$ cat config.mk
export PLATFORM = sky130hd
export DESIGN_NAME = csu_clock_source_unit
export DESIGN_NICKNAME = d
export VERILOG_FILES = /design/src/include/csu_pkg.sv /design/src/rtl/csu_clock_source_unit.sv
export SDC_FILE = /design/constraint.sdc
export NUM_CORES = 1
export LEC_CHECK = 0
export BUFFER_PORTS_ARGS = -buffer_cell sky130_fd_sc_hd__buf_2
export CORE_ASPECT_RATIO = 0.5
export CORE_MARGIN = 2
export CORE_UTILIZATION = 35
export DETAILED_ROUTE_END_ITERATION = 16
export HOLD_SLACK_MARGIN = 0.15
export SKIP_LAST_GASP = 1
export SLEW_MARGIN = 30
export SYNTH_ARGS = -nofsm -noshare
export SYNTH_HDL_FRONTEND = slang
export SYNTH_SLANG_ARGS = --single-unit
$ cat constraint.sdc
create_clock -name clk_sys -period 5.1 [get_ports clk_sys]
set_input_delay 0 -clock clk_sys [delete_from_list [all_inputs] [get_ports clk_sys]]
set_output_delay 0 -clock clk_sys [all_outputs]
set_load 0.05 [all_outputs]
$ cat src/include/csu_pkg.sv
/*
  Constants, configuration and clock-bundle types of the clock source unit.
  Assumes a single 20 MHz system clock samples every reference clock.
*/
package csu_pkg;

  localparam int unsigned SYS_FREQ_HZ    = 20_000_000;
  localparam int unsigned LPO_FREQ_HZ    = 1_000;
  localparam int unsigned LPO_HALF_CYC   = SYS_FREQ_HZ / (2 * LPO_FREQ_HZ);
  localparam int unsigned FLL_MAX_HZ     = 50_000_000;
  localparam int unsigned FLL_OUT_MAX_HZ = (SYS_FREQ_HZ / 2 < FLL_MAX_HZ) ?
                                           SYS_FREQ_HZ / 2 : FLL_MAX_HZ;

  localparam int unsigned REFERENCE_DIVIDER_W   = 11;
  localparam int unsigned REFERENCE_DIVIDER_MAX = 1024;
  localparam int unsigned MULT_W   = 10;
  localparam int unsigned PER_W    = 16;
  localparam int unsigned LPO_W    = 16;

  localparam logic [REFERENCE_DIVIDER_W-1:0] REFERENCE_DIVIDER_RESET = 11'h001;
  localparam logic [MULT_W-1:0] MULT_RESET = 10'h001;

  typedef enum logic [1:0] {
    BUS_FREQUENCY_DIVIDER_1,
    BUS_FREQUENCY_DIVIDER_2,
    BUS_FREQUENCY_DIVIDER_4,
    BUS_FREQUENCY_DIVIDER_8
  } csu_bus_frequency_divider_t;

  typedef struct packed {
    logic              ref_external;
    logic [REFERENCE_DIVIDER_W-1:0] ref_divider;
    logic [MULT_W-1:0] loop_mult;
    logic              loop_bypass;
    csu_bus_frequency_divider_t         bus_divider;
    logic              internal_ref_enable;
    logic              external_ref_enable;
    logic              internal_ref_stop_enable;
    logic              external_ref_stop_enable;
  } csu_cfg_t;

  typedef struct packed {
    logic clock_source_output;
    logic bus_clock;
    logic internal_reference_clock;
    logic external_reference_clock;
    logic fixed_frequency_clock;
    logic oscillator_passthrough;
    logic low_power_oscillator;
  } csu_clk_t;

endpackage : csu_pkg

$ cat src/rtl/csu_clock_source_unit.sv
/*
  Clock source unit: reference select, reference divider, frequency-locked
  loop with bypass, bus frequency divider, bus clock, low-power oscillator
  and gated reference outputs. All clocks are produced as sampled levels
  on clk_sys; reference pins are asynchronous and are synchronised here.
*/
`timescale 1ns/1ps
module csu_clock_source_unit #(
  parameter int unsigned LPO_HALF = csu_pkg::LPO_HALF_CYC
) (
  input  wire logic         clk_sys,
  input  wire logic         nrst,
  input  wire logic         ext_ref_pin,
  input  wire logic         int_ref_pin,
  input  wire logic         stop_mode,
  input  wire csu_pkg::csu_cfg_t cfg,
  output csu_pkg::csu_clk_t clk_out,
  output logic              loop_ref_external
);
  import csu_pkg::*;

  typedef enum logic [1:0] {
    SW_RUN,
    SW_OLD_LOW,
    SW_NEW_LOW
  } csu_sw_t;

  // Half of an edge-counting divide, rounded up for odd factors
  function automatic logic [REFERENCE_DIVIDER_W-1:0] half_up(input logic [REFERENCE_DIVIDER_W-1:0] n);
    half_up = REFERENCE_DIVIDER_W'((n + 1'b1) >> 1);
  endfunction : half_up

  function automatic logic [3:0] bus_frequency_divider_factor(input csu_bus_frequency_divider_t b);
    case (b)
      BUS_FREQUENCY_DIVIDER_1:  bus_frequency_divider_factor = 4'h1;
      BUS_FREQUENCY_DIVIDER_2:  bus_frequency_divider_factor = 4'h2;
      BUS_FREQUENCY_DIVIDER_4:  bus_frequency_divider_factor = 4'h4;
      default: bus_frequency_divider_factor = 4'h8;
    endcase
  endfunction : bus_frequency_divider_factor

  // Three-stage synchronisers; the third stage and its delayed copy (ext_d_reg, int_d_reg) are read
  logic [1:0] ext_s1_reg, int_s1_reg;
  logic       ext_s2_reg, int_s2_reg, ext_d_reg, int_d_reg;

  always_ff @(posedge clk_sys or negedge nrst) begin
    if (!nrst) begin
      ext_s1_reg <= 2'h0;
      int_s1_reg <= 2'h0;
      ext_s2_reg <= 1'b0;
      int_s2_reg <= 1'b0;
      ext_d_reg  <= 1'b0;
      int_d_reg  <= 1'b0;
    end else begin
      ext_s1_reg <= {ext_s1_reg[0], ext_ref_pin};
      int_s1_reg <= {int_s1_reg[0], int_ref_pin};
      ext_s2_reg <= ext_s1_reg[1];
      int_s2_reg <= int_s1_reg[1];
      ext_d_reg  <= ext_s2_reg;
      int_d_reg  <= int_s2_reg;
    end
  end

  wire ext_rise = ext_s2_reg & ~ext_d_reg;

  // Reference divider, loop, bypass switch, bus divider, outputs
  logic [REFERENCE_DIVIDER_W-1:0] reference_divider_cnt_reg, reference_divider_cnt_next, reference_divider_n_reg, reference_divider_n_next;
  logic              reference_divider_out_reg, reference_divider_out_next;
  logic              ref_ext_reg, ref_ext_next;
  logic              loop_in_reg, loop_in_next, loop_in_d_reg;
  logic [PER_W-1:0]  per_cnt_reg, per_cnt_next, per_reg, per_next;
  logic [PER_W-1:0]  acc_reg, acc_next;
  logic              fll_reg, fll_next;
  csu_sw_t           sw_reg, sw_next;
  logic              byp_cur_reg, byp_cur_next;
  logic              mux_reg, mux_next, mux_d_reg;
  logic [3:0]        bcnt_reg, bcnt_next, bn_reg, bn_next;
  logic              cso_reg, cso_next, bus_reg, bus_next;
  logic              irc_gate_reg, irc_gate_next, erc_gate_reg, erc_gate_next;
  logic [LPO_W-1:0]  lpo_cnt_reg, lpo_cnt_next;
  logic              lpo_reg, lpo_next;
  csu_clk_t          out_next;

  always_comb begin
    logic [REFERENCE_DIVIDER_W-1:0] n_req;
    n_req = (cfg.ref_divider == '0) ? REFERENCE_DIVIDER_RESET :
            (cfg.ref_divider > REFERENCE_DIVIDER_W'(REFERENCE_DIVIDER_MAX)) ? REFERENCE_DIVIDER_W'(REFERENCE_DIVIDER_MAX) : cfg.ref_divider;
    // Reference divider counts external edges; new factor taken at wrap
    reference_divider_cnt_next = reference_divider_cnt_reg;
    reference_divider_n_next   = reference_divider_n_reg;
    if (ext_rise) begin
      if (reference_divider_cnt_reg >= reference_divider_n_reg - 1'b1) begin
        reference_divider_cnt_next = '0;
        reference_divider_n_next   = n_req;
      end else begin
        reference_divider_cnt_next = reference_divider_cnt_reg + 1'b1;
      end
    end
    reference_divider_out_next = (reference_divider_n_reg == REFERENCE_DIVIDER_RESET) ? ext_s2_reg :
                    (reference_divider_cnt_next < half_up(reference_divider_n_reg));
  end

  always_ff @(posedge clk_sys or negedge nrst) begin
    if (!nrst) begin
      reference_divider_cnt_reg <= '0;
      reference_divider_n_reg   <= REFERENCE_DIVIDER_RESET;
      reference_divider_out_reg <= 1'b0;
    end else begin
      reference_divider_cnt_reg <= reference_divider_cnt_next;
      reference_divider_n_reg   <= reference_divider_n_next;
      reference_divider_out_reg <= reference_divider_out_next;
    end
  end

  always_comb begin
    logic [PER_W:0] sum;
    sum = {1'b0, acc_reg} + {(PER_W - MULT_W)'(0), cfg.loop_mult, 1'b0};
    // Source change only while both candidates are low
    ref_ext_next = ref_ext_reg;
    if (cfg.ref_external != ref_ext_reg && !reference_divider_out_reg && !int_s2_reg)
      ref_ext_next = cfg.ref_external;
    loop_in_next = ref_ext_reg ? reference_divider_out_reg : int_s2_reg;
    // Loop: measure input period, phase accumulator at mult x input
    per_cnt_next = (per_cnt_reg == '1) ? per_cnt_reg : per_cnt_reg + 1'b1;
    per_next     = per_reg;
    if (loop_in_reg && !loop_in_d_reg) begin
      per_next     = per_cnt_reg + 1'b1;
      per_cnt_next = '0;
    end
    acc_next = sum[PER_W-1:0];
    fll_next = fll_reg;
    if (per_reg == '0) begin
      acc_next = '0;
    end else if (sum >= {1'b0, per_reg}) begin
      acc_next = PER_W'(sum - {1'b0, per_reg});
      if (acc_next >= per_reg)
        acc_next = '0;
      fll_next = ~fll_reg;
    end
  end

  always_ff @(posedge clk_sys or negedge nrst) begin
    if (!nrst) begin
      ref_ext_reg   <= 1'b0;
      loop_in_reg   <= 1'b0;
      loop_in_d_reg <= 1'b0;
      per_cnt_reg   <= '0;
      per_reg       <= '0;
      acc_reg       <= '0;
      fll_reg       <= 1'b0;
    end else begin
      ref_ext_reg   <= ref_ext_next;
      loop_in_reg   <= loop_in_next;
      loop_in_d_reg <= loop_in_reg;
      per_cnt_reg   <= per_cnt_next;
      per_reg       <= per_next;
      acc_reg       <= acc_next;
      fll_reg       <= fll_next;
    end
  end

  always_comb begin
    logic want_byp, old_src, new_src;
    // Glitch-free bypass switch
    want_byp     = cfg.loop_bypass;
    old_src      = byp_cur_reg ? loop_in_reg : fll_reg;
    new_src      = want_byp ? loop_in_reg : fll_reg;
    sw_next      = sw_reg;
    byp_cur_next = byp_cur_reg;
    mux_next     = 1'b0;
    case (sw_reg)
      SW_RUN: begin
        mux_next = old_src;
        if (want_byp != byp_cur_reg)
          sw_next = SW_OLD_LOW;
      end
      SW_OLD_LOW: begin
        mux_next = old_src;
        if (!old_src) begin
          mux_next = 1'b0;
          sw_next  = SW_NEW_LOW;
        end
      end
      SW_NEW_LOW: begin
        if (!new_src) begin
          byp_cur_next = want_byp;
          sw_next      = SW_RUN;
        end
      end
      default: sw_next = SW_RUN;
    endcase
    if (stop_mode)
      mux_next = 1'b0;
  end

  always_ff @(posedge clk_sys or negedge nrst) begin
    if (!nrst) begin
      sw_reg      <= SW_RUN;
      byp_cur_reg <= 1'b0;
      mux_reg     <= 1'b0;
      mux_d_reg   <= 1'b0;
    end else begin
      sw_reg      <= sw_next;
      byp_cur_reg <= byp_cur_next;
      mux_reg     <= mux_next;
      mux_d_reg   <= mux_reg;
    end
  end

  always_comb begin
    // Bus frequency divider on mux edges; factor taken at wrap
    bcnt_next = bcnt_reg;
    bn_next   = bn_reg;
    if (mux_reg && !mux_d_reg) begin
      if (bcnt_reg >= bn_reg - 1'b1) begin
        bcnt_next = '0;
        bn_next   = bus_frequency_divider_factor(cfg.bus_divider);
      end else begin
        bcnt_next = bcnt_reg + 1'b1;
      end
    end
    cso_next = (bn_reg == 4'h1) ? mux_d_reg : (bcnt_reg < (bn_reg >> 1));
    // Stopped source parks the output low, else a divided high phase would hang
    if (stop_mode && !mux_d_reg)
      cso_next = 1'b0;
    bus_next = (cso_next && !cso_reg) ? ~bus_reg : bus_reg;
  end

  always_ff @(posedge clk_sys or negedge nrst) begin
    if (!nrst) begin
      bcnt_reg <= '0;
      bn_reg   <= 4'h1;
      cso_reg  <= 1'b0;
      bus_reg  <= 1'b0;
    end else begin
      bcnt_reg <= bcnt_next;
      bn_reg   <= bn_next;
      cso_reg  <= cso_next;
      bus_reg  <= bus_next;
    end
  end

  always_comb begin
    logic irc_want, erc_want;
    // Reference gates update only while the reference is low
    irc_want = cfg.internal_ref_enable &&
               (!stop_mode || cfg.internal_ref_stop_enable);
    erc_want = cfg.external_ref_enable &&
               (!stop_mode || cfg.external_ref_stop_enable);
    irc_gate_next = int_d_reg ? irc_gate_reg : irc_want;
    erc_gate_next = ext_d_reg ? erc_gate_reg : erc_want;
  end

  always_ff @(posedge clk_sys or negedge nrst) begin
    if (!nrst) begin
      irc_gate_reg <= 1'b0;
      erc_gate_reg <= 1'b0;
    end else begin
      irc_gate_reg <= irc_gate_next;
      erc_gate_reg <= erc_gate_next;
    end
  end

  always_comb begin
    // Free-running low-power oscillator
    lpo_cnt_next = lpo_cnt_reg + 1'b1;
    lpo_next     = lpo_reg;
    if (lpo_cnt_reg >= LPO_W'(LPO_HALF - 1)) begin
      lpo_cnt_next = '0;
      lpo_next     = ~lpo_reg;
    end
  end

  always_ff @(posedge clk_sys or negedge nrst) begin
    if (!nrst) begin
      lpo_cnt_reg <= '0;
      lpo_reg     <= 1'b0;
    end else begin
      lpo_cnt_reg <= lpo_cnt_next;
      lpo_reg     <= lpo_next;
    end
  end

  always_comb begin
    out_next.clock_source_output      = cso_reg;
    out_next.bus_clock                = bus_reg;
    out_next.internal_reference_clock = int_d_reg & irc_gate_reg;
    out_next.external_reference_clock = ext_d_reg & erc_gate_reg;
    out_next.fixed_frequency_clock    = loop_in_reg;
    out_next.oscillator_passthrough   = ext_s2_reg;
    out_next.low_power_oscillator     = lpo_reg;
  end

  always_ff @(posedge clk_sys or negedge nrst) begin
    if (!nrst) begin
      clk_out           <= '0;
      loop_ref_external <= 1'b0;
    end else begin
      clk_out           <= out_next;
      loop_ref_external <= ref_ext_reg;
    end
  end

endmodule : csu_clock_source_unit

* After elaboration in Yosys (flattened, before gate mapping)
Cells that the tools add are included.
** Storage, ports and cells
- Input port bits :: 34
- Bits in read-only memories :: 0
- Bits in registers :: 123
- Bits in writable memories :: 0
- Bits in latches :: 0
- Output and inout port bits :: 8
- Memories :: 0
** Operators by class
- Bitwise gates (word level) :: 9
- Order comparisons :: 8
- Reductions and logical operators :: 25
- Add/sub/neg operators :: 9
- Shift operators :: 0
- $mul :: 0
- Divide/modulo/power cells :: 0
- Equal/unequal tests :: 13
- Muxes and demuxes :: 25
** Operators with widths (count)
- 16-bit two-way mux :: 6
- 11-bit two-way mux :: 4
- 16-bit by 1-bit adder with 16-bit output (second input constant) :: 2
- 11-bit by 1-bit adder with 11-bit output (second input constant) :: 2
- 16-bit by 11-bit adder with 17-bit output :: 1
- 17-bit by 16-bit greater-or-equal comparator with 1-bit output :: 1
- 16-bit == test (second input constant) :: 1
- 16-bit by 14-bit greater-or-equal comparator with 1-bit output (second input constant) :: 1
- 16-bit greater-or-equal comparator :: 1
- 16-bit logical NOT :: 1
- 16-bit subtractor :: 1
- 4-bit one-hot mux with 3 select lines :: 1
- 11-bit by 1-bit == test with 1-bit output (second input constant) :: 1
- 11-bit greater-or-equal comparator :: 1
- 11-bit greater-than comparator (second input constant) :: 1
- 11-bit logical NOT :: 1
- 11-bit by 10-bit less-than comparator with 1-bit output :: 1
- 11-bit by 1-bit subtractor with 11-bit output (second input constant) :: 1
- 1-bit logical AND :: 8
- 1-bit two-way mux :: 8
- 2-bit AND reduction :: 4
- 1-bit logical NOT :: 6
- 2-bit two-way mux :: 3
- 2-bit inequality test (second input constant) :: 3
- 17 further kinds :: 29

* Longest topological paths before layout
Gate-level depths: netlist of the first run.
- Depth after elaboration :: 6
- Depth in mapped cells :: 23
- Depth with buffers taken out :: 22

* Worst setup path before layout of the first run
No wires, ideal clock.
- Path kind :: flip-flop to flip-flop
- From :: register acc_reg[1]
- To :: register acc_reg[9]
- Required time :: 5.034 ns
- Arrival time :: 4.984 ns
- Path buffers :: 1
- Period minus slack after synthesis :: 5.050 ns
- Stages on the path, launching flop included :: 23
- Setup slack :: 0.050 ns
- Setup time :: 0.066 ns
- Path through :: dfrtp_1 > ha_1 > fa_1 > a21o_1 > a211oi_1 > nor2_1 > nor2_1 > xnor2_1 > ha_1 > and3_1 > and2_4 > or3_1 > a311o_1 > a2111oi_0 > a311o_1 > ha_1 > o21ai_0 > a21oi_1 > o31a_1 > a211oi_1 > o211a_4 > buf_6 > a22o_1
** On the way
- Word-level cells in the longest chain between the ends :: 6
- Elaborated cells between the ends (all ways) :: 7
- Classes of those cells :: add/sub: 2; order compare: 2; mux: 3
** Ends and longest elaborated chain
- from (decl) :: RTL line csu_clock_source_unit.sv:72 : logic [PER_W-1:0] acc_reg, acc_next;
- from (signal assigned) :: RTL line csu_clock_source_unit.sv:157 : acc_reg <= acc_next;
- 16-bit by 11-bit adder with 17-bit output (*) :: RTL line csu_clock_source_unit.sv:117 : sum = {1'b0, acc_reg} + {(PER_W - MULT_W)'(0), cfg.loop_mult, 1'b0};
- 16-bit subtractor :: RTL line csu_clock_source_unit.sv:135 : acc_next = PER_W'(sum - {1'b0, per_reg});
- 16-bit greater-or-equal comparator :: RTL line csu_clock_source_unit.sv:136 : if (acc_next >= per_reg)
- 16-bit two-way mux :: RTL line csu_clock_source_unit.sv:136
- 16-bit two-way mux (*) :: RTL line csu_clock_source_unit.sv:134 : end else if (sum >= {1'b0, per_reg}) begin
- 16-bit two-way mux (*) :: RTL line csu_clock_source_unit.sv:132 : if (per_reg == '0) begin
- named net acc_next[9] :: RTL line csu_clock_source_unit.sv:72
The timed path passes the listed nets; every way through them passes the cells marked *.
A chain may end at the register's enable or synchronous reset.

* Final worst setup path of the first run
- From :: register acc_reg[1]
- To :: register acc_reg[14]
Same word-level chain as after synthesis.

==> results of run 1 <==
[final timing paths]
check / end / cells past startpoint
worst min-delay path: ext_s1_reg[0] / 2
min in group clk_sys: acc_reg[6] / 4
max in group asynchronous: per_reg[3] / 3
worst max register to register: acc_reg[14] / 22
worst max-delay path: acc_reg[14] / 22
worst min register to register: int_s2_reg / 0
[layout make-up]
type / instances / area [µm²]
timing repair buffer: 95 / 697
multi-input combinational: 622 / 4430
clock buffer: 21 / 470
tap: 300 / 375
fill: 2080 / 12200
sequential: 123 / 3080
clock inverter: 11 / 144
inverter: 38 / 143
[power by group]
part / switching [mW] / total (mW) / internal, mW
combinational: 1.81 / 3.40 / 1.58
clock: 0.452 / 1.26 / 0.805
sequential: 0.135 / 1.30 / 1.16
[cell usage in the layout, fill, tap and decap left out, types with 33 or more instances in the layout]
cell type  netlist  routed
inv_1           37      37
dfrtp_1        121     121
nand2_1         71      69
o21ai_0         71      70
xnor2_1         45      44
buf_2            2      40
xor2_1          33      33
nor2_1          62      61
ha_1            77      76
[per-stage QoR]
step / total power, mW / instance area, µm²
after floorplan: 3.45 / 7610
after global placement: 4.22 / 8260
after detailed placement: 4.27 / 8280
after CTS: 5.68 / 9210
after global routing: 6.43 / 9340
final: 5.95 / 9340
[logic make-up (layout without fill, tap and decap cells)]
logic type               after synthesis  count (layout)  share of synthesized area, %
flip-flops                           123             123                          40.5
buffers and inverters                 58             165                          3.09
adder cells (fa/ha/maj)               80              80                          13.3
multiplexers                           5               5                         0.691
AO/OA/AOI/OAI                        193             194                          16.5
AND/OR/NAND/NOR                      263             263                          16.9
other                                  1               2                        0.0493
XOR/XNOR                              78              78                          8.98
[critical path, stage by stage, from the launching register on]
cell and delay [ns]:
dfrtp_1 0.39, ha_4 0.18, fa_2 0.34, a21o_1 0.19
a211oi_2 0.21, nor2_1 0.06, nor2_1 0.13, xnor2_1 0.17
ha_1 0.31, and3_4 0.19, and2_4 0.15, or3_4 0.33
a311o_1 0.41, buf_6 0.15, a211oi_2 0.21, nor2_2 0.07
ha_1 0.30, nand2_1 0.09, a2111oi_4 0.34, a211oi_2 0.11
buf_4 0.17, o211a_4 0.18, a32o_1 0.27
[per-layer routing]
metal  GRT usage, %  vias to the layer above  routed length (µm)
met3           3.11                       16                 597
met2           25.7                       79                7620
met1           21.9                     2943                8560
li1               -                     3057                   -
met5              0                        -                   0
met4           5.34                        0                 192
[timing repair]
action                     4_1_cts  5_1_grt
pin swaps                        4       16
setup buffers                    1        4
setup endpoints to repair       16       17
hold endpoints to repair       102        0
hold buffers                    27        0
cloned                           1        0
gates resized for setup          8       18
==> qor.yml, run 1 <==
synthArstFlopShare_pct: 100
viasPerCell: 5.04
hold_viol: 0
start_kind: "flop"
io_pins: 42
yosysTopAreaCell: "dfrtp_1"
period_needed_ns: 5.05
min_period_over_period_pct: 99.0
drtAntennaViolNets: 0
ys_warn_count: 0
antenna_found_initial: 0
regToRegStartpoint: "acc_reg[1]"
final_util_pct: 43.5
initial_utilization_pct: 35.4
die_h_um: 108
drt-initial-drc-count: 229
status: "complete, no violations"
cts.sinks: 123
required_ns: 5.40
fp.coreArea_um2: 21500
synth.cell_area_um2: 7600
rsz0062_at_grt: "yes"
worst_pin_slew_ns: 0.717
max_freq_ghz: 0.198
cts_tree: "built"
ys_seq_area_share_pct: 40.5
placed_cells: 1145
vias: 6095
track_usage_pct: 16.0
grt_first_pass_wirelength_um: 29500
reg2reg_slack_ns: 0.05
grt_overflow_total: 0
p_per_area_nw_per_um2: 637
cts.htree.levels: 4
fp-row-count: 38
power_leakage_nw: 4.19
synth_area_per_cell_um2: 9.49
area_growth_pct: 22.8
drv_cap: 0
clockBufferDepth: 2
drt-total-wl_um: 17000
drive_gt1_share_pct: 15.5
synth_seq_cells: 123
fin_worst_skew_ns: 0.00801
cts_buffers: 17
final.setup.tns_ns: 0
chipWidth_um: 212
yosysMostFrequentCell: "dfrtp_1"
setup_viol: 0
post-place-ws_ns: -0.254
drt_first_pass_iters: 6
ys_types: 61
finalNonFillerCells: 1210
endpoint_kind: "flop"
path_class: "reg -> reg"
syn_inst: 801
n_antenna_cell: 0
whs_ns: 0.137
clock-root-buffer: "clkbuf_16"
wire_per_inst_um: 14.0
relSlewSlack_pct: 51.7
synth_top_area_share_pct: 39.8
cts.clk_slew.worst_paths_ns: 0.06
die-area_um2: 23000
drc: 0
ir_drop_mv: 0.322
grt_pass1_vias: 6221
synthTopCellsByCount: "dfrtp_1 (121), ha_1 (77), nand2_1 (71), o21ai_0 (71), nor2_1 (62)"
ys.flop_type: "dfrtp_1"
gp_congestion: 0.898
clock_latency_ns: 0.42
portBuffers: 41
critPathArrivalTime_ns: 5.35
nNetsFinal: 1010
fin_ws_ns: 0.0508
hpwl_um: 12300
crit_start: "acc_reg[1]"
maxSlewViolCount: 0
synth_edf_count: 0
grt_max_degree: 49
worstPathMaxFanout: 7
min-delay-path-class: "in -> async"
ys_top_cells_by_area: "dfrtp_1 (40%), ha_1 (13%), xnor2_1 (5.2%)"
No activity file was read; power rests on OpenSTA's default activity.
==> run 2, diff against run 1 <==
--- a/config.mk
+++ b/config.mk
@@ -9,6 +9,7 @@
 export CORE_ASPECT_RATIO = 0.5
 export CORE_MARGIN = 2
 export CORE_UTILIZATION = 35
+export CTS_BUF_LIST = sky130_fd_sc_hd__clkbuf_4
 export DETAILED_ROUTE_END_ITERATION = 16
 export HOLD_SLACK_MARGIN = 0.15
 export SKIP_LAST_GASP = 1
==> qor.yml, run 2 (synthesis gave the netlist of run 1 again) <==
drt-initial-drc-count: 191  # was 229
drive_gt1_share_pct: 15.1  # was 15.5%
min_period_over_period_pct: 99.1  # was 99.0%
final.setup.tns_ns: 0  # unchanged
setup_viol: 0  # unchanged
intPower_mw: 3.08  # was 3.55 mW
regToRegStartpoint: "acc_reg[1]"  # unchanged
drt-total-wl_um: 17000  # about the same
path_class: "reg -> reg"  # unchanged
p_sw_mw: 2.33  # was 2.40 mW
status: "complete, no violations"  # unchanged
worst_r2r_endpoint: "acc_reg[14]"  # unchanged
clockBufferDepth: 2  # unchanged
initial_utilization_pct: 35.4  # unchanged
grt_pass1_vias: 6221  # unchanged
drv_cap: 0  # unchanged
cts.sinks: 123  # unchanged
ir_drop_mv: 0.349  # was 0.322 mV
max_freq_ghz: 0.198  # about the same
clkPwrFrac_pct: 13.3  # was 21.1%
track_usage_pct: 16.1  # was 16.0%
portBuffers: 41  # unchanged
p_per_area_nw_per_um2: 591  # was 637 nW/µm²
pwr-share-seq_pct: 23.9  # was 21.8%
antenna_found_initial: 1  # was 0
relSlewSlack_pct: 53.4  # was 51.7%
placed_area_um2: 8280  # unchanged
worstPathMaxFanout: 7  # unchanged
crit_start: "acc_reg[1]"  # unchanged
maxSlewViolCount: 0  # unchanged
grt_max_degree: 49  # unchanged
vias: 6100  # was 6095
fillers: 2113  # was 2080
grt_first_pass_wirelength_um: 29600  # was 29500 µm
wire_per_inst_um: 13.9  # was 14.0 µm
critPathArrivalTime_ns: 5.52  # was 5.35 ns
p_comb_share_pct: 62.8  # was 57.1%
cts.clk_slew.worst_paths_ns: 0.11  # was 0.06 ns
postLayoutCellArea_um2: 9160  # was 9340 µm²
drt_first_pass_iters: 7  # was 6
power_switching_share_pct: 43.1  # was 40.4%
required_ns: 5.57  # was 5.40 ns
nNetsFinal: 1023  # was 1010
drtAntennaViolNets: 0  # unchanged
power_leakage_nw: 4.11  # was 4.19 nW
fp-row-count: 38  # unchanged
cts.htree.levels: 4  # unchanged
chipWidth_um: 212  # unchanged
area_growth_pct: 20.5  # was 22.8%
layout_common_cells: "dfrtp_1 (121), ha_1 (76), o21ai_0 (70), nand2_1 (69), nor2_1 (62)"  # was dfrtp_1 (121), ha_1 (76), o21ai_0 (70), nand2_1 (69), nor2_1 (61)
gp_congestion: 0.898  # unchanged
clock_latency_ns: 0.53  # was 0.42 ns
endpoint_kind: "flop"  # unchanged
min-delay-start: "cfg[18]"
rr_worst_depth: 24  # was 22
die_h_um: 108  # unchanged
worst_pin_slew_ns: 0.691  # was 0.717 ns
start_kind: "flop"  # unchanged
viasPerCell: 4.98  # was 5.04
crit_end: "acc_reg[14]"  # unchanged
layout_commonest_cell: "dfrtp_1"  # unchanged
fin_worst_skew_ns: 0.0195  # was 0.00801 ns
cts_buffers: 17  # unchanged
die-area_um2: 23000  # unchanged
hpwl_um: 12300  # unchanged
clock-root-buffer: "clkbuf_4"  # was clkbuf_16
io_pins: 42  # unchanged
cts_tree: "built"  # unchanged
hold_viol: 0  # unchanged
rsz0062_at_grt: "yes"  # unchanged
reg2reg_slack_ns: 0.05  # about the same
fp.coreArea_um2: 21500  # unchanged
drc: 0  # unchanged
period_needed_ns: 5.05  # about the same
grt_overflow_total: 0  # unchanged
min-delay-path-class: "in -> reg"  # was in -> async
## run 2: cell count changes in the layout (fill, tap and decap cells not counted)
cell and change:
clkbuf_4 +18, clkbuf_16 -17, dlygate4sd3_1 +12, clkbuf_8 -3, clkinv_1 +3, buf_16 +1, clkbuf_1 -1, diode_2 +1
nor2_1 +1, nor2_2 -1
## run 2: worst max-delay path, cell delays in order (launching register included)
cell,delay [ns]
dfrtp_1,0.41
ha_4,0.18
fa_2,0.34
a21o_1,0.19
a211oi_2,0.21
nor2_1,0.06
nor2_1,0.13
xnor2_1,0.17
ha_1,0.31
and3_4,0.19
and2_4,0.15
or3_4,0.33
a311o_1,0.41
buf_6,0.15
nand2_2,0.07
xnor2_2,0.12
ha_1,0.29
nand2_2,0.09
a2bb2oi_2,0.12
a21oi_1,0.08
o31a_1,0.25
a211oi_2,0.14
buf_4,0.17
o211a_4,0.24
a32o_1,0.18
## run 2: per-layer routing
layer  vias up  track usage [%]  wire length, µm
met4         0             5.34              189
met3        16             2.85              471
met1      2917             22.1             8700
met2        78             25.9             7650
li1       3089                -                -
met5         -                0                0
## run 2: how the worst min path moves through the flow
stage | endpoint | slack, ns | cells after the start
2_1_floorplan | acc_reg[0] | -0.30 | 0
3_3_place_gp | ext_s1_reg[0] | 0.11 | 1
3_5_place_dp | ext_s1_reg[0] | 0.05 | 1
4_1_cts | reference_divider_n_reg[1] | 0.19 | 4
5_1_grt | ref_ext_reg | 0.21 | 3
6_report | reference_divider_n_reg[1] | 0.24 | 4
## run 2: final cells by class
class | count | area (µm²) | share of cell area, %
Antenna cell | 1 | 2.50 | 0.0273
Clock buffer | 18 | 135 | 1.48
Clock inverter | 14 | 155 | 1.69
Inverter | 38 | 143 | 1.56
Multi-Input combinational cell | 622 | 4430 | 48.3
Sequential cell | 123 | 3080 | 33.6
Tap cell | 300 | 375 | 4.10
Timing Repair Buffer | 108 | 845 | 9.22
## run 2: repair_timing
action,CTS,global route
resized for setup,9,16
gates cloned,1,0
endpoints found under the setup margin,16,17
endpoints found under the hold margin,159,0
hold buffers,40,0
setup buffers,1,4
pin swaps,4,14
## run 2: power groups by stage
stage | Sequential [mW] | Combinational (mW) | Clock, mW
after floorplan | 1.33 | 2.12 | 0
after global placement | 1.31 | 2.91 | 0
after detailed placement | 1.31 | 2.96 | 0
after CTS | 1.29 | 3.11 | 0.753
after global routing | 1.32 | 3.78 | 0.798
final | 1.29 | 3.40 | 0.721
## run 2: metrics by stage
step	setup WS [ns]	utilization (%)	instances	total power, mW	hold slack (ns)
5_1_grt	-0.159	42.6	1224	5.90	0.207
6_report	0.0454	42.6	1224	5.41	0.239
2_1_floorplan	0.0500	-	802	3.45	-0.296
3_3_place_gp	-0.164	38.4	1144	4.22	0.108
4_1_cts	0.00771	42.1	1219	5.16	0.193
3_5_place_dp	-0.254	38.5	1145	4.27	0.0540
==> run 3, diff against run 2 <==
--- a/config.mk
+++ b/config.mk
@@ -10,8 +10,10 @@
 export CORE_MARGIN = 2
 export CORE_UTILIZATION = 35
 export CTS_BUF_LIST = sky130_fd_sc_hd__clkbuf_4
+export CTS_CLUSTER_DIAMETER = 60
 export DETAILED_ROUTE_END_ITERATION = 16
 export HOLD_SLACK_MARGIN = 0.15
+export PLACE_DENSITY_LB_ADDON = 0.08
 export SKIP_LAST_GASP = 1
 export SLEW_MARGIN = 30
 export SYNTH_ARGS = -nofsm -noshare
==> qor.yml, run 3 (synthesis gave the netlist of run 1 again) <==
post-place-ws_ns: -0.367  # was -0.254 ns
start_kind: "flop"  # unchanged
max_stage_delay_ns: 0.44  # was 0.41 ns
gp_congestion: 0.863  # was 0.898
die_h_um: 108  # unchanged
drv_cap: 0  # unchanged
crit_buf_inv: 1  # was 2
portBuffers: 41  # unchanged
antenna_found_initial: 0  # was 1
rr_worst_depth: 22  # was 24
fin_worst_skew_ns: 0.0205  # was 0.0195 ns
gr-usage-met1_pct: 22.1  # about the same
cts.htree.levels: 4  # unchanged
ir_drop_mv: 0.254  # was 0.349 mV
die-area_um2: 23000  # unchanged
grt_max_degree: 68  # was 49
fp-row-count: 38  # unchanged
clockBufferDepth: 2  # unchanged
track_usage_pct: 16.7  # was 16.1%
fp.coreArea_um2: 21500  # unchanged
slowest_stage: "a311o_1"  # was dfrtp_1
vias: 6109  # was 6100
hpwl_um: 12800  # was 12300 µm
drt-total-wl_um: 17800  # was 17000 µm
gr-max-usage-layer: "met2"  # unchanged
nNetsFinal: 1029  # was 1023
p_per_area_nw_per_um2: 603  # was 591 nW/µm²
regToRegStartpoint: "acc_reg[1]"  # unchanged
drc: 0  # unchanged
path_cells: "ha_2 > fa_2 > a21o_1 > a211oi_2 > nor2_1 > nor2_1 > xnor2_1 > ha_1 > and3_4 > and2_4 > or3_4 > a311o_1 > a2111oi_2 > a311o_1 > ha_1 > o21ai_1 > a21oi_1 > o31a_1 > a211oi_4 > buf_6 > o211a_4 > a22o_1"  # was ha_4 > fa_2 > a21o_1 > a211oi_2 > nor2_1 > nor2_1 > xnor2_1 > ha_1 > and3_4 > and2_4 > or3_4 > a311o_1 > buf_6 > nand2_2 > xnor2_2 > ha_1 > nand2_2 > a2bb2oi_2 > a21oi_1 > o31a_1 > a211oi_2 > buf_4 > o211a_4 > a32o_1
min-delay-start: "cfg[28]"  # was cfg[18]
worst_pin_slew_ns: 0.724  # was 0.691 ns
n_antenna_cell: 0  # was 1
worstPathMaxFanout: 7  # unchanged
fin_ws_ns: -0.0232  # was 0.0454 ns
grt_util_met2_pct: 28.2  # was 25.9%
status: "finished with violations"  # was complete, no violations
layout_commonest_cell: "dfrtp_1"  # unchanged
rsz0062_at_grt: "yes"  # unchanged
cp.depth: 22  # was 24
critPathArrivalTime_ns: 5.59  # was 5.52 ns
placed_area_um2: 8300  # was 8280 µm²
chipWidth_um: 212  # unchanged
drtAntennaViolNets: 0  # unchanged
min-delay-path-class: "in -> reg"  # unchanged
io_pins: 42  # unchanged
power_leakage_nw: 4.14  # was 4.11 nW
worstHoldPathCells: 3  # was 4
clock_latency_ns: 0.54  # was 0.53 ns
path_class: "reg -> reg"  # unchanged
viasPerCell: 4.97  # was 4.98
setup_viol: 7  # was 0
reg2reg_slack_ns: -0.02  # was 0.05 ns
worst_r2r_endpoint: "acc_reg[11]"  # was acc_reg[14]
period_needed_ns: 5.12  # was 5.05 ns
relSlewSlack_pct: 51.2  # was 53.4%
cts.sinks: 123  # unchanged
layout_common_cells: "dfrtp_1 (121), ha_1 (76), nand2_1 (70), o21ai_0 (69), nor2_1 (62)"  # was dfrtp_1 (121), ha_1 (76), o21ai_0 (70), nand2_1 (69), nor2_1 (62)
min_period_over_period_pct: 100  # was 99.1%
fillers: 2164  # was 2113
initial_utilization_pct: 35.4  # unchanged
cts.clk_slew.worst_paths_ns: 0.12  # was 0.11 ns
hold_viol: 0  # unchanged
whs_ns: 0.238  # was 0.239 ns
wire_per_inst_um: 14.5  # was 13.9 µm
clock-root-buffer: "clkbuf_4"  # unchanged
grt_pass1_vias: 6208  # was 6221
max_freq_ghz: 0.195  # was 0.198 GHz
grt_first_pass_wirelength_um: 30400  # was 29600 µm
drive_gt1_share_pct: 15.9  # was 15.1%
drt-initial-drc-count: 211  # was 191
endpoint_kind: "flop"  # unchanged
postLayoutCellArea_um2: 9180  # was 9160 µm²
maxSlewViolCount: 0  # unchanged
critPathTopFamily: "compound AO/OA/AOI/OAI gates"  # unchanged
crit_start: "acc_reg[1]"  # unchanged
cts_tree: "built"  # unchanged
area_growth_pct: 20.7  # was 20.5%
grt_overflow_total: 0  # unchanged
min_to: "ref_ext_reg"  # was reference_divider_n_reg[1]
cts_buffers: 17  # unchanged
required_ns: 5.57  # about the same
drt_first_pass_iters: 5  # was 7
grtUsageMet3_pct: 3.05  # was 2.85%
violations: "setup timing"
## run 3: cell type report
| class | instances | area, µm² | area share (%) |
|---|---|---|---|
| clock inverters | 15 | 150 | 1.64 |
| flip-flops and latches | 123 | 3080 | 33.6 |
| multi-input cells | 622 | 4430 | 48.2 |
| inverters | 38 | 143 | 1.55 |
| well taps | 300 | 375 | 4.09 |
| repair buffers | 114 | 878 | 9.57 |
| clock buffers | 17 | 128 | 1.39 |
## run 3: stage by stage
step           setup TNS (ns)  util, %  total power, mW  instances
6_report              -0.0876     42.7             5.53       1229
3_5_place_dp            -5.37     38.6             4.34       1148
4_1_cts                     0     42.2             5.35       1225
3_3_place_gp            -3.15     38.6             4.33       1148
5_1_grt                 -3.10     42.7             6.04       1229
2_1_floorplan               0        -             3.45        802
## run 3: layer usage
layer  vias up  part of all wire [%]
met5         -                     0
met4         0                   1.1
met2        79                    47
li1       3093                     -
met1      2919                    49
met3        18                   2.5
## run 3: repair_timing
action | 4_1_cts | 5_1_grt
setup buffers | 5 | 5
hold buffers | 39 | 0
pin swaps | 4 | 21
gates cloned | 1 | 0
gates resized for setup | 10 | 16
endpoints found under the setup margin | 16 | 17
endpoints found under the hold margin | 104 | 0
## run 3: power breakdown
group          leakage [nW]  internal, mW  switching [mW]
clock                 0.146         0.290           0.420
combinational          2.41          1.68            1.85
sequential             1.58          1.16           0.137
## run 3: worst reg2reg max path, stage by stage, from the launching register on
cell       delay [ns]
dfrtp_1          0.39
ha_2             0.18
fa_2             0.33
a21o_1           0.19
a211oi_2         0.26
nor2_1           0.06
nor2_1           0.12
xnor2_1          0.17
ha_1             0.31
and3_4           0.19
and2_4           0.15
or3_4            0.32
a311o_1          0.44
a2111oi_2        0.33
a311o_1          0.20
ha_1             0.25
o21ai_1          0.08
a21oi_1          0.05
o31a_1           0.28
a211oi_4         0.24
buf_6            0.15
o211a_4          0.20
a22o_1           0.15
## run 3: how the worst max path moves through the flow
stage / end / slack (ns)
floorplan: acc_reg[9] / 0.05
global placement: acc_reg[14] / -0.23
detailed placement: acc_reg[13] / -0.37
CTS: acc_reg[14] / 0.001
global route: acc_reg[3] / -0.23
finish: acc_reg[11] / -0.02
